$ cat src/ostm_cfg.svh
// Constants for the output-side sync timing monitor: offsets, field layouts, resets, timing.
// Assumes inclusion by bare name from the package and the monitor module.
`ifndef OSTM_CFG_SVH
`define OSTM_CFG_SVH

// Register byte offsets, one 32-bit word each
`define OSTM_ADDR_SYNC_MODE    8'h00
`define OSTM_ADDR_CAPS         8'h04
`define OSTM_ADDR_SHIFT        8'h08
`define OSTM_ADDR_MIN_CYCLE    8'h0C
`define OSTM_ADDR_CALC_COPY    8'h10
`define OSTM_ADDR_MIN_DELAY    8'h14
`define OSTM_ADDR_COMMAND      8'h18
`define OSTM_ADDR_MAX_DELAY    8'h1C
`define OSTM_ADDR_MISSED       8'h20
`define OSTM_ADDR_OVERRUN      8'h24
`define OSTM_ADDR_SHORT        8'h28
`define OSTM_ADDR_SYNC_ERR     8'h2C
`define OSTM_ADDR_IRQ_STATUS   8'h30
`define OSTM_ADDR_IRQ_MASK     8'h34

// Capability word: bits 0,1 free run and buffer-manager sync, 2-3 = 01, 4-5 = 10, 14 = 1
`define OSTM_CAPS_VALUE        16'h4027

// Reset values
`define OSTM_RST_SYNC_MODE     2'h1
`define OSTM_RST_MIN_CYCLE     32'h0003_D090
`define OSTM_RST_MEAS          32'h0000_0000
`define OSTM_RST_COMMAND       16'h0000
`define OSTM_RST_COUNT         16'h0000

// Sync mode encodings
`define OSTM_MODE_FREE_RUN     2'h0
`define OSTM_MODE_BM_EVENT     2'h1
`define OSTM_MODE_FIRST_SYNC   2'h2
`define OSTM_MODE_SECOND_SYNC  2'h3

// Status / mask bit positions
`define OSTM_EVT_MISSED        0
`define OSTM_EVT_OVERRUN       1
`define OSTM_EVT_SHORT         2
`define OSTM_EVT_SYNC_ERR      3

// Timing: clock rate and derived nanoseconds per clock
`define OSTM_CLK_FREQ_HZ       25000000
`define OSTM_CLK_PERIOD_NS     (1000000000 / `OSTM_CLK_FREQ_HZ)
// Least pulse spacing the output path needs, and latest acceptable drive after the trigger pulse
`define OSTM_REQ_SPACING_NS    32'h0000_07D0
`define OSTM_LATE_LIMIT_NS     32'h0000_4E20

`endif

$ cat src/ostm_pkg.sv
// Types shared by the output-side sync timing monitor.
// Assumes ostm_cfg.svh holds every numeric constant.
`include "ostm_cfg.svh"

package ostm_pkg;

  // Cycle tracking between trigger and output drive
  typedef enum logic [0:0] {
    CYC_IDLE,
    CYC_BUSY
  } ostm_cyc_t;

  // Measured timing entries, all in nanoseconds
  typedef struct packed {
    logic [31:0] shift;
    logic [31:0] min_cycle;
    logic [31:0] calc_copy;
    logic [31:0] min_delay;
    logic [31:0] max_delay;
  } ostm_meas_t;

  // APB request as seen by the slave
  typedef struct packed {
    logic        psel;
    logic        penable;
    logic        pwrite;
    logic [7:0]  paddr;
    logic [31:0] pwdata;
  } ostm_apb_req_t;

endpackage : ostm_pkg

$ cat src/ostm_output_sync_monitor.sv
// Output-side synchronization timing monitor with APB register access and one interrupt line.
// Assumes all inputs synchronous to CLK_IN; pulse inputs are high for one clock per event.
`timescale 1ns/1ps
`include "ostm_cfg.svh"

// Functional notes
// - Capability word bits 2-3 read 01: shared-time sync supported.
// - Capability bits 4-5 read 10: output shift uses second sync pulse.
// - Capability bit 14 reads 1: timing values measured via command entry.
// - Read-only minimum cycle time in ns, reset 250000.
// - Read-only calc-and-copy time: least spacing between both sync pulses.
// - Read-only minimum delay from second pulse to outputs driven.
// - Command write 1 starts measurement, 0 stops; resets to 0.
// - While measuring, timing entries keep largest values seen.
// - Starting a new measurement clears previously captured maxima.
// - Read-only maximum delay from second pulse to outputs driven.
// - Counter of buffer-manager events missed while running, shared-time only.
// - Counter of cycles overrun or started too early while running.
// - Counter of too-short spacing between first and second pulses.
// - Flag set when last cycle drove outputs too late.
// - Sync mode: 0 free run, 1 buffer-manager, 2 first, 3 second pulse.
// - Shift time reports delay from first pulse to outputs driven.
module ostm_output_sync_monitor (
  input  wire logic        CLK_IN,
  input  wire logic        RSTN_IN,
  input  wire logic        PSEL_IN,
  input  wire logic        PENABLE_IN,
  input  wire logic        PWRITE_IN,
  input  wire logic [7:0]  PADDR_IN,
  input  wire logic [31:0] PWDATA_IN,
  output logic      [31:0] PRDATA_OUT,
  output logic             PREADY_OUT,
  output logic             PSLVERR_OUT,
  input  wire logic        FIRST_SYNC_PULSE_IN,
  input  wire logic        SECOND_SYNC_PULSE_IN,
  input  wire logic        BUFFER_MANAGER_EVENT_IN,
  input  wire logic        OUTPUTS_DRIVEN_IN,
  input  wire logic        RUNNING_STATE_IN,
  output logic      [1:0]  SYNC_MODE_OUT,
  output logic             MEASURE_ACTIVE_OUT,
  output logic             IRQ_OUT
);

  localparam logic [31:0] TICK_NS = 32'(`OSTM_CLK_PERIOD_NS);
  localparam int          NCNT    = 3;

  // Saturating nanosecond advance; a stalled link must not wrap into a small time
  function automatic logic [31:0] ostm_sat_add(input logic [31:0] v);
    if (v > (32'hFFFF_FFFF - TICK_NS)) begin
      return 32'hFFFF_FFFF;
    end
    return v + TICK_NS;
  endfunction : ostm_sat_add

  // Larger of two times; every running maximum goes through here
  function automatic logic [31:0] ostm_max(input logic [31:0] a, input logic [31:0] b);
    return (a > b) ? a : b;
  endfunction : ostm_max

  // Bus pins gathered into one request record
  ostm_pkg::ostm_apb_req_t req;
  assign req = '{psel: PSEL_IN, penable: PENABLE_IN, pwrite: PWRITE_IN, paddr: PADDR_IN, pwdata: PWDATA_IN};

  // Register state
  logic [1:0]             mode_r,      mode_nxt;
  logic [15:0]            cmd_r,       cmd_nxt;
  logic [3:0]             mask_r,      mask_nxt;
  logic [3:0]             st_r,        st_nxt;
  logic [31:0]            prdata_r,    prdata_nxt;
  logic                   pready_r,    pready_nxt;
  logic                   pslverr_r,   pslverr_nxt;
  logic                   irq_r,       irq_nxt;
  ostm_pkg::ostm_meas_t   meas_r,      meas_nxt;
  logic                   sync_err_r,  sync_err_nxt;
  ostm_pkg::ostm_cyc_t    cyc_r,       cyc_nxt;
  logic [31:0]            t0_r,        t0_nxt;
  logic [31:0]            t1_r,        t1_nxt;
  logic [31:0]            tc_r,        tc_nxt;
  logic                   bm_seen_r,   bm_seen_nxt;
  logic                   run_d_r,     run_d_nxt;
  logic [15:0]            cnt_r [NCNT];

  // Decoded strobes and events
  logic        wr_acc;
  logic        dc_mode;
  logic        cyc_start;
  logic        out_evt;
  logic        run_rise;
  logic        meas_start;
  logic [31:0] delay_ref;
  logic        late;
  logic [3:0]  evt;
  logic [3:0]  w1c;
  logic [31:0] rd_val;
  logic        rd_hit;

  // Elapsed-time views of the three timers
  logic [31:0] el0;
  logic [31:0] el1;
  logic [31:0] elc;

  // Write takes effect only at the access edge with ready high
  assign wr_acc     = req.psel & req.penable & req.pwrite & pready_r;
  assign dc_mode    = mode_r[1];
  assign cyc_start  = dc_mode ? FIRST_SYNC_PULSE_IN : BUFFER_MANAGER_EVENT_IN;
  assign out_evt    = OUTPUTS_DRIVEN_IN & (cyc_r == ostm_pkg::CYC_BUSY);
  // Delayed copy resets low, so a high level at reset release counts as entry
  assign run_rise   = RUNNING_STATE_IN & ~run_d_r;
  // Start edge only: rewriting 1 while measuring keeps the maxima
  assign meas_start = wr_acc & (req.paddr == `OSTM_ADDR_COMMAND) & (req.pwdata[15:0] == 16'h0001)
                      & (cmd_r != 16'h0001);
  // Elapsed time including the current clock; the registered timers lag one tick,
  // so every comparison and capture uses these instead
  assign el0        = ostm_sat_add(t0_r);
  assign el1        = ostm_sat_add(t1_r);
  assign elc        = ostm_sat_add(tc_r);
  // Second-pulse mode measures delay from the second pulse, otherwise from the first
  assign delay_ref  = (mode_r == `OSTM_MODE_SECOND_SYNC) ? el1 : el0;
  assign late       = dc_mode & (delay_ref > `OSTM_LATE_LIMIT_NS);

  // Cycle events feeding counters and status
  assign evt[`OSTM_EVT_MISSED]   = RUNNING_STATE_IN & dc_mode & FIRST_SYNC_PULSE_IN
                                   & ~bm_seen_r & ~BUFFER_MANAGER_EVENT_IN;
  assign evt[`OSTM_EVT_OVERRUN]  = RUNNING_STATE_IN & cyc_start & (cyc_r == ostm_pkg::CYC_BUSY);
  assign evt[`OSTM_EVT_SHORT]    = dc_mode & SECOND_SYNC_PULSE_IN & (el0 < `OSTM_REQ_SPACING_NS);
  // Rising edge only, so a lasting error raises one status event
  assign evt[`OSTM_EVT_SYNC_ERR] = sync_err_nxt & ~sync_err_r;

  // Register read mux, evaluated in the setup phase
  always_comb begin
    rd_hit = 1'b1;
    rd_val = 32'h0000_0000;
    case (req.paddr)
      `OSTM_ADDR_SYNC_MODE:  rd_val = {30'h0000_0000, mode_r};
      `OSTM_ADDR_CAPS:       rd_val = {16'h0000, `OSTM_CAPS_VALUE};
      `OSTM_ADDR_SHIFT:      rd_val = meas_r.shift;
      `OSTM_ADDR_MIN_CYCLE:  rd_val = meas_r.min_cycle;
      `OSTM_ADDR_CALC_COPY:  rd_val = meas_r.calc_copy;
      `OSTM_ADDR_MIN_DELAY:  rd_val = meas_r.min_delay;
      `OSTM_ADDR_COMMAND:    rd_val = {16'h0000, cmd_r};
      `OSTM_ADDR_MAX_DELAY:  rd_val = meas_r.max_delay;
      `OSTM_ADDR_MISSED:     rd_val = {16'h0000, cnt_r[0]};
      `OSTM_ADDR_OVERRUN:    rd_val = {16'h0000, cnt_r[1]};
      `OSTM_ADDR_SHORT:      rd_val = {16'h0000, cnt_r[2]};
      `OSTM_ADDR_SYNC_ERR:   rd_val = {31'h0000_0000, sync_err_r};
      `OSTM_ADDR_IRQ_STATUS: rd_val = {28'h000_0000, st_r};
      `OSTM_ADDR_IRQ_MASK:   rd_val = {28'h000_0000, mask_r};
      default:               rd_hit = 1'b0;
    endcase
  end

  // Bus slave and software-written registers; zero wait states, answer latched at setup
  always_comb begin
    mode_nxt    = mode_r;
    cmd_nxt     = cmd_r;
    mask_nxt    = mask_r;
    w1c         = 4'h0;
    pready_nxt  = 1'b0;
    prdata_nxt  = prdata_r;
    pslverr_nxt = 1'b0;
    // Answer computed at setup so read data stands through the access phase
    // Unmapped or unaligned addresses answer with an error and zero data
    if (req.psel & ~req.penable) begin
      pready_nxt  = 1'b1;
      pslverr_nxt = ~rd_hit;
      prdata_nxt  = req.pwrite ? 32'h0000_0000 : rd_val;
    end
    if (wr_acc) begin
      case (req.paddr)
        `OSTM_ADDR_SYNC_MODE:  mode_nxt = req.pwdata[1:0];
        `OSTM_ADDR_COMMAND: begin
          // Only 0 and 1 are meaningful; other values leave the command alone
          if (req.pwdata[15:1] == 15'h0000) begin
            cmd_nxt = req.pwdata[15:0];
          end
        end
        `OSTM_ADDR_IRQ_MASK:   mask_nxt = req.pwdata[3:0];
        `OSTM_ADDR_IRQ_STATUS: w1c = req.pwdata[3:0];
        default: ;
      endcase
    end
    // Hardware set wins over a simultaneous write-one clear
    st_nxt  = (st_r & ~w1c) | evt;
    irq_nxt = |(st_nxt & mask_nxt);
  end

  always_ff @(posedge CLK_IN or negedge RSTN_IN) begin
    if (!RSTN_IN) begin
      mode_r    <= `OSTM_RST_SYNC_MODE;
      cmd_r     <= `OSTM_RST_COMMAND;
      mask_r    <= 4'h0;
      st_r      <= 4'h0;
      pready_r  <= 1'b0;
      prdata_r  <= 32'h0000_0000;
      pslverr_r <= 1'b0;
      irq_r     <= 1'b0;
    end else begin
      mode_r    <= mode_nxt;
      cmd_r     <= cmd_nxt;
      mask_r    <= mask_nxt;
      st_r      <= st_nxt;
      pready_r  <= pready_nxt;
      prdata_r  <= prdata_nxt;
      pslverr_r <= pslverr_nxt;
      irq_r     <= irq_nxt;
    end
  end

  // Timers in ns since each pulse and since cycle start, plus cycle tracking
  always_comb begin
    t0_nxt      = FIRST_SYNC_PULSE_IN  ? 32'h0000_0000 : el0;
    t1_nxt      = SECOND_SYNC_PULSE_IN ? 32'h0000_0000 : el1;
    tc_nxt      = cyc_start ? 32'h0000_0000 : elc;
    run_d_nxt   = RUNNING_STATE_IN;
    bm_seen_nxt = bm_seen_r;
    // A buffer-manager event landing with the first pulse counts for the closing cycle
    if (FIRST_SYNC_PULSE_IN) begin
      bm_seen_nxt = 1'b0;
    end else if (BUFFER_MANAGER_EVENT_IN) begin
      bm_seen_nxt = 1'b1;
    end
    cyc_nxt = cyc_r;
    case (cyc_r)
      ostm_pkg::CYC_IDLE: begin
        if (cyc_start) begin
          cyc_nxt = ostm_pkg::CYC_BUSY;
        end
      end
      ostm_pkg::CYC_BUSY: begin
        // New trigger while busy restarts the cycle; overrun is flagged separately
        if (cyc_start) begin
          cyc_nxt = ostm_pkg::CYC_BUSY;
        end else if (OUTPUTS_DRIVEN_IN) begin
          cyc_nxt = ostm_pkg::CYC_IDLE;
        end
      end
      default: cyc_nxt = ostm_pkg::CYC_IDLE;
    endcase
  end

  always_ff @(posedge CLK_IN or negedge RSTN_IN) begin
    if (!RSTN_IN) begin
      t0_r      <= 32'h0000_0000;
      t1_r      <= 32'h0000_0000;
      tc_r      <= 32'h0000_0000;
      run_d_r   <= 1'b0;
      bm_seen_r <= 1'b0;
      cyc_r     <= ostm_pkg::CYC_IDLE;
    end else begin
      t0_r      <= t0_nxt;
      t1_r      <= t1_nxt;
      tc_r      <= tc_nxt;
      run_d_r   <= run_d_nxt;
      bm_seen_r <= bm_seen_nxt;
      cyc_r     <= cyc_nxt;
    end
  end

  // Measured entries and per-cycle sync error
  always_comb begin
    meas_nxt     = meas_r;
    sync_err_nxt = sync_err_r;
    if (meas_start) begin
      // All five entries restart from zero, min cycle included
      meas_nxt.shift     = `OSTM_RST_MEAS;
      meas_nxt.min_cycle = `OSTM_RST_MEAS;
      meas_nxt.calc_copy = `OSTM_RST_MEAS;
      meas_nxt.min_delay = `OSTM_RST_MEAS;
      meas_nxt.max_delay = `OSTM_RST_MEAS;
    end else begin
      if (cmd_r[0] & dc_mode & SECOND_SYNC_PULSE_IN) begin
        meas_nxt.calc_copy = ostm_max(meas_r.calc_copy, el0);
      end
      if (out_evt) begin
        if (cmd_r[0]) begin
          meas_nxt.min_cycle = ostm_max(meas_r.min_cycle, elc);
          if (dc_mode) begin
            meas_nxt.shift     = ostm_max(meas_r.shift, el0);
            meas_nxt.min_delay = ostm_max(meas_r.min_delay, el1);
          end
        end
        // Maximum delay keeps growing even with measurement stopped
        if (dc_mode) begin
          meas_nxt.max_delay = ostm_max(meas_r.max_delay, el1);
        end
      end
    end
    // Flag reflects only the last cycle: rewritten at every output drive in modes 2 and 3
    if (out_evt & dc_mode) begin
      sync_err_nxt = late;
    // An overrun in shared-time mode also marks the cycle as failed
    end else if (evt[`OSTM_EVT_OVERRUN] & dc_mode) begin
      sync_err_nxt = 1'b1;
    end
  end

  always_ff @(posedge CLK_IN or negedge RSTN_IN) begin
    if (!RSTN_IN) begin
      meas_r.shift     <= `OSTM_RST_MEAS;
      meas_r.min_cycle <= `OSTM_RST_MIN_CYCLE;
      meas_r.calc_copy <= `OSTM_RST_MEAS;
      meas_r.min_delay <= `OSTM_RST_MEAS;
      meas_r.max_delay <= `OSTM_RST_MEAS;
      sync_err_r       <= 1'b0;
    end else begin
      meas_r           <= meas_nxt;
      sync_err_r       <= sync_err_nxt;
    end
  end

  // Saturating event counters; entry into running clears, an event in that cycle still counts
  generate
    // One counter for each of the first three event kinds (none for sync error), index matching the status bit
    for (genvar gi = 0; gi < NCNT; gi++) begin : g_cnt
      logic [15:0] cnt_nxt;
      always_comb begin
        cnt_nxt = cnt_r[gi];
        if (run_rise) begin
          cnt_nxt = {15'h0000, evt[gi]};
        // Saturation keeps a long fault burst from wrapping to a harmless small count
        end else if (evt[gi] && (cnt_r[gi] != 16'hFFFF)) begin
          cnt_nxt = cnt_r[gi] + 16'h0001;
        end
      end
      always_ff @(posedge CLK_IN or negedge RSTN_IN) begin
        if (!RSTN_IN) begin
          cnt_r[gi] <= `OSTM_RST_COUNT;
        end else begin
          cnt_r[gi] <= cnt_nxt;
        end
      end
    end
  endgenerate

  // Outputs straight from flip-flops
  // No decode logic sits between any register and its pin
  assign PRDATA_OUT         = prdata_r;
  assign PREADY_OUT         = pready_r;
  assign PSLVERR_OUT        = pslverr_r;
  assign SYNC_MODE_OUT      = mode_r;
  assign MEASURE_ACTIVE_OUT = cmd_r[0];
  assign IRQ_OUT            = irq_r;

endmodule : ostm_output_sync_monitor

$ cat config.mk
export PLATFORM = sky130hd
export DESIGN_NAME = ostm_output_sync_monitor
export DESIGN_NICKNAME = d
export VERILOG_FILES = /design/src/ostm_pkg.sv /design/src/ostm_output_sync_monitor.sv
export VERILOG_INCLUDE_DIRS = /design/src
export SDC_FILE = /design/constraint.sdc
export NUM_CORES = 1
export LEC_CHECK = 0
export BUFFER_PORTS_ARGS = -buffer_cell sky130_fd_sc_hd__buf_4
export CAP_MARGIN = 30
export CORE_ASPECT_RATIO = 1.1
export CORE_MARGIN = 3
export CORE_UTILIZATION = 40
export CTS_BUF_LIST = sky130_fd_sc_hd__clkbuf_4 sky130_fd_sc_hd__clkbuf_8
export CTS_CLUSTER_SIZE = 8
export DETAILED_ROUTE_END_ITERATION = 8
export PLACE_DENSITY = 0.61
export SYNTH_ARGS = -nofsm -noshare
export SYNTH_HDL_FRONTEND = slang
export SYNTH_SLANG_ARGS = --single-unit
$ cat constraint.sdc
create_clock -name CLK_IN -period 13 [get_ports CLK_IN]
set_input_delay 3.9 -clock CLK_IN [delete_from_list [all_inputs] [get_ports CLK_IN]]
set_output_delay 3.9 -clock CLK_IN [all_outputs]
set_load 0.005 [all_outputs]
==> results of run 1 <==
## synth_stat cells (all sizes together), types with 43 or more instances
master  number  share of area (%)
a211oi      71                2.4
a21oi       76                1.7
clkbuf      82                1.4
dfrtp      361                 41
ha         166                9.4
mux2       107                5.5
mux2i       49                2.2
nand2      153                2.6
nand3       81                1.9
nand4       74                2.1
nor2       382                6.5
nor3        43                1.0
o21ai       88                2.0
xor2        47                1.9
## cell families (layout without fill, tap and decap cells)
kind of cell / after synthesis / count (layout) / share of synthesized area [%]
XOR/XNOR: 86 / 86 / 3.42
AND/OR/NAND/NOR: 922 / 922 / 20.4
multiplexers: 156 / 156 / 7.70
buffers and inverters: 139 / 247 / 2.61
other: 0 / 1 / 0
AO/OA/AOI/OAI: 457 / 457 / 14.5
adder cells (fa/ha/maj): 166 / 166 / 9.43
flip-flops: 369 / 369 / 42.0
## state kept, by name (all words and copies together) (netlist names), 2 cells and up
register       flops
cnt_r             48
t1_r              32
SYNC_MODE_OUT      2
meas_r           160
tc_r              32
mask_r             4
st_r               4
PRDATA_OUT        32
t0_r              32
cmd_r             16
## power by group
part	total [mW]	switching (mW)	leakage, nW	internal [mW]
Clock	1.20	0.514	0.765	0.681
Sequential	1.18	0.0174	5.07	1.16
Combinational	0.137	0.0941	5.71	0.0433
Total	2.51	0.626	11.5	1.88
## stage by stage
stage                     std cells  setup WS, ns
after floorplan                2295          6.75
after global placement         3008          5.49
after detailed placement       3009          5.46
after CTS                      3131          6.12
after global routing           3132          5.83
final                          3132          5.93
## cell usage in the layout (no fill, tap or decap), types with 19 or more instances in the layout
cell	Yosys	final
a211oi_1	70	69
a21o_1	42	41
a21oi_1	75	75
a221oi_1	36	36
a22o_1	19	19
a22oi_1	28	28
and2_1	28	28
and3_1	31	31
buf_4	7	92
clkbuf_4	0	24
clkbuf_8	0	82
dfrtp_1	361	361
ha_1	166	166
inv_1	28	28
mux2_2	104	104
mux2i_1	49	49
nand2_1	152	152
nand3_1	79	78
nand4_1	73	73
nor2_1	381	378
nor2b_1	37	36
nor3_1	41	38
o21ai_0	76	76
xnor2_1	39	39
xor2_1	47	47
## per-layer routing
metal  vias to the layer above  global-route usage [%]  part of all wire (%)
met5                         -                       0                     0
met4                         0                    9.23                   3.6
met3                       113                    3.46                   5.8
met2                       532                    37.5                    47
met1                      9084                    29.9                    43
li1                       8539                       -                     -
## worst max-delay path by stage
stage	endpoint	slack (ns)	cells after the start
floorplan	meas_r[55]	6.75	10
global route	meas_r[59]	5.83	12
global placement	meas_r[56]	5.49	12
CTS	meas_r[54]	6.12	12
finish	meas_r[62]	5.93	12
detailed placement	meas_r[57]	5.46	12
## area by class of cell
type / instances / area share [%]
Sequential cell: 369 / 37.4
Multi-Input combinational cell: 1787 / 49.6
Antenna cell: 1 / 0.0101
Timing Repair Buffer: 96 / 3.06
Clock inverter: 16 / 0.592
Inverter: 29 / 0.440
Tap cell: 728 / 3.68
Clock buffer: 106 / 5.29
## tightest hold or removal path, cell delays in order (launching register included)
cell	delay [ns]
dfrtp_1	0.34
nand2_1	0.05
o21ai_0	0.06
==> results.toml, run 1 <==
[outcome]
status = "completed"

[clocking]
cts.path.max_buffers = 3
post_cts_resized = 0
numCtsBuffers = 67
clk_pin_slew_ns = 0.06
cts-hold-fix-buffers = 0
clock-sinks = 369
worstSkewPairLatency_ns = 0.65
cts_tree = "built"
post_cts_buffers = 0
cts.htree.levels = 3
cts-root-buf = "clkbuf_8"

[synthesis]
ys_seq_area_share_pct = 42.0
syn-cell-area_sq_um = 22000
synth-edff-count = 0
synth_warnings = 0
synth_ff_type = "dfrtp_1"
async_reset_ff_share_pct = 100
ys_types = 91
ys_seq_elements = 369
synth_fp_nets = 2511
synth_area_per_cell_sq_um = 9.60
synth_cells = 2295

[critical_path]
worstPathArrival_ns = 7.58
cp_max_fo = 131
worstReg2RegStart = "tc_r[10]"
cp_cell_sequence = "buf_4 > or2_1 > nor2_1 > nand2_1 > nor3_2 > buf_4 > inv_2 > nor4_4 > buf_12 > a211o_1 > buf_4 > mux2_2"
reg2reg_depth = 15
max_stage_delay_ns = 0.58
crit_type = "input port to flip-flop"
cp-end-kind = "flip-flop"
critical-path-top-delay-family = "buffers and inverters"
crit_start = "PADDR_IN[7]"
path_buf_inv = 5
crit_top_cell = "buf_4"
r2r-end = "meas_r[124]"
critPathSlowestCell = "a211o_1"
r2r_setup_slack_ns = 6.74
required_ns = 13.52
critPathLaunchType = "input port"

[finish]
drive_gt1_share_pct = 15.4
fill_cells = 5102
synthToLayoutAreaGrowth_pct = 12.3
regArea_sq_um = 9240
fin_util_pct = 45.8
multi_input_area_sq_um = 12300
design_area_sq_um = 24700
nets = 2566

[timing]
min_period_ns = 7.07
fin_crit_sh_pct = 54.4
tns_ns = 0
tightest_slew_ns = 1.05
fmax_mhz = 142
drv_slew = 0
relSlewSlack_pct = 29.5
whs_ns = 0.479
finalSetupViolations = 0
hold_violations = 0
finClkSkew_ns = 0.0329
rsz0062_at_grt = "false"

[global_routing]
grt_start_max_net_pins = 164
grt_usage_pct = 22.7
overflow = 0
antenna_found_initial = 3
grt_pass1_wl_mm = 103
grt_pass1_vias = 18036

[die]
initial_core_util_pct = 40.8
die-area_sq_um = 57900
chipHeight_um = 252
core_area_sq_um = 54000
die_x_um = 230
num_rows = 89
io_pins = 88

[routing]
wl_per_cell_um = 21.0
routed_wl_mm = 65.8
drt-vias-per-instance = 5.83
detail_route.iter0.violations = 1425
num_vias = 18268
ant_nets = 0
drc = 0
dr.pass1.iters = 5

[place]
post-dp-hpwl_mm = 48.9
post_dp_cell_area_sq_um = 23300
io_buffers = 71
routabilityCongestion = 0.935

[power]
total_power_mw = 2.51
vdd_ir_drop_max_v = 0.0000590
powerDensity_nw_per_um2 = 101
p_leak_nw = 11.5

[worst_hold_path]
worstHoldPathType = "flip-flop to flip-flop"
worstHoldPathCells = 2
holdCritStartpoint = "PRDATA_OUT[17]"
hold_end = "PRDATA_OUT[17]"

[flow_run]
drv_cap = 0
Power figures use the tool's default switching activity.
==> run 2, diff against run 1 <==
clock period = 7 ns   (was 13 ns; I/O delays follow)
==> run 2 against run 1 <==
  * Non-clock buffer count increased by 15
  * Core utilization increased by 0.44 points
  * Total power increased by 91%
  * Final area increased by 0.96%
  * Count of clock-buffer cells in the layout increased by 9
  * First-iteration DRC count increased by 5.1%
  * Worst hold slack got worse by 0.0025 ns
  * Critical path type is now flip-flop to flip-flop
  * Largest cell class unchanged
  * Largest power group unchanged
==> results.toml, run 2 (synthesized netlist as in run 1, its figures left out) <==
[critical_path]
critPathLaunchType = "flip-flop"
path_buf_inv = 1
crit_type = "flip-flop to flip-flop"
r2r-end = "meas_r[86]"
max_stage_delay_ns = 0.84
critPathSlowestCell = "nor4_1"
reg2reg_depth = 17
r2r_setup_slack_ns = 1.05
critical-path-top-delay-family = "simple AND/OR/NAND/NOR gates"
worstPathArrival_ns = 6.55
cp_max_fo = 33
cp_cell_sequence = "ha_1 > o2111ai_4 > nor4_4 > nand3_1 > xnor2_1 > nor2_1 > ha_1 > and3_1 > nand4_1 > nor4_1 > nand4_1 > a221o_1 > o2111ai_1 > o41ai_2 > buf_4 > mux2_2 > nor2_1"
worstReg2RegStart = "t0_r[3]"
cp-end-kind = "flip-flop"
required_ns = 7.59

[timing]
whs_ns = 0.477
fmax_mhz = 168
finClkSkew_ns = 0.0419
drv_slew = 0
tightest_slew_ns = 1.07
finalSetupViolations = 0
hold_violations = 0
relSlewSlack_pct = 28.8
tns_ns = 0
fin_crit_sh_pct = 85.1
min_period_ns = 5.95
rsz0062_at_grt = "false"

[place]
place_inst = 3024
post-dp-hpwl_mm = 49.6
io_buffers = 71
routabilityCongestion = 0.932

[finish]
fill_cells = 5087
drive_gt1_share_pct = 16.0
regArea_sq_um = 9240
nets = 2582
top_regs = "meas_r: 160 flops, cnt_r: 48 flops"
top_register = "meas_r"
instances_no_fill = 3151
mostFrequentLayoutCell = "nor2_1"
mostFrequentLayoutCells = "nor2_1, dfrtp_1, ha_1"
synthToLayoutAreaGrowth_pct = 13.4
multi_input_area_sq_um = 12300
largest_reg_flops = 160

[die]
num_rows = 89
core_area_sq_um = 54000
io_pins = 88
die_x_um = 230
initial_core_util_pct = 40.8
chipHeight_um = 252
die-area_sq_um = 57900

[routing]
dr.pass1.iters = 5
num_vias = 18392
drt-vias-per-instance = 5.84
wl_per_cell_um = 21.1
detail_route.iter0.violations = 1497
drc = 0
ant_nets = 0
routed_wl_mm = 66.4

[clocking]
clock-sinks = 369
clk_pin_slew_ns = 0.07
cts-hold-fix-buffers = 0
cts.htree.levels = 3
post_cts_resized = 0
worstSkewPairLatency_ns = 0.66
cts.path.max_buffers = 3
numCtsBuffers = 68
cts-root-buf = "clkbuf_8"
cts_tree = "built"
post_cts_buffers = 0

[worst_hold_path]
worstHoldPathType = "flip-flop to flip-flop"
hold_end = "PRDATA_OUT[19]"
holdCritStartpoint = "PRDATA_OUT[19]"
worstHoldPathCells = 2

[global_routing]
grt_pass1_vias = 17872
grt_pass1_wl_mm = 104
overflow = 0
grt_usage_pct = 22.8
antenna_found_initial = 1
grt_start_max_net_pins = 162

[power]
p_leak_nw = 11.7
powerDensity_nw_per_um2 = 192
vdd_ir_drop_max_v = 0.000111

[flow_run]
drv_cap = 0

[outcome]
status = "completed"
run 2: cell count changes in the layout (fill, tap and decap cells not counted):
cell,change
buf_6,+1
nand3_1,+1
buf_12,+1
diode_2,+1
clkinvlp_4,-1
nand3_2,-1
buf_4,+13
clkbuf_8,+12
clkbuf_4,-3
clkinv_2,-5
run 2: metrics by stage:
stage          setup WS (ns)  cell area [sq um]  power, mW  util (%)
6_report                1.05              25000       4.78      46.2
5_1_grt                0.702              25000       4.97      46.2
4_1_cts                 1.09              25000       4.84      46.2
3_5_place_dp            1.11              23400       2.48      43.3
3_3_place_gp            1.16              23400       2.47      43.3
2_1_floorplan           2.26              22000       2.35         -
run 2: metal layers:
metal	wire (um)	global-route usage (%)	share of wire, %	vias up
met1	29000	30.2	44	9125
met4	2560	9.69	3.9	0
li1	-	-	-	8599
met5	0	0	0	-
met2	31300	37.4	47	541
met3	3570	3.35	5.4	127
run 2: cell type report:
class,count,area share [%]
multi-input cells,1787,49.1
flip-flops and latches,369,37.0
clock buffers,115,5.81
well taps,728,3.65
repair buffers,111,3.55
clock inverters,10,0.456
inverters,29,0.436
diodes,2,0.0200
run 2: where the power goes:
group	leakage (nW)	internal [mW]	total, mW	switching (mW)
Sequential	5.07	2.15	2.18	0.0328
Combinational	5.79	0.0803	0.258	0.177
Clock	0.818	1.38	2.34	0.962
run 2: worst max-delay path by stage:
stage                     cells after the start          end  startpoint  slack [ns]
after CTS                                    17   meas_r[86]     t0_r[3]        1.09
final                                        17   meas_r[86]     t0_r[3]        1.05
after floorplan                              19  meas_r[104]    tc_r[10]        2.26
after detailed placement                     17   meas_r[86]     t0_r[3]        1.11
after global routing                         16  meas_r[102]    tc_r[10]        0.70
after global placement                       17   meas_r[86]     t0_r[3]        1.16
run 2: worst reg2reg max path, delay by kind of cell, from the launching register on:
family	cells	cell delay, ns
muxes	1	0.33
and+or+nand+nor	8	2.70
DFF	1	0.48
buffers and inverters	1	0.28
xor gates and xnor gates	1	0.32
adders and majority gates	2	0.75
AOI/OAI and AO/OA	4	1.03
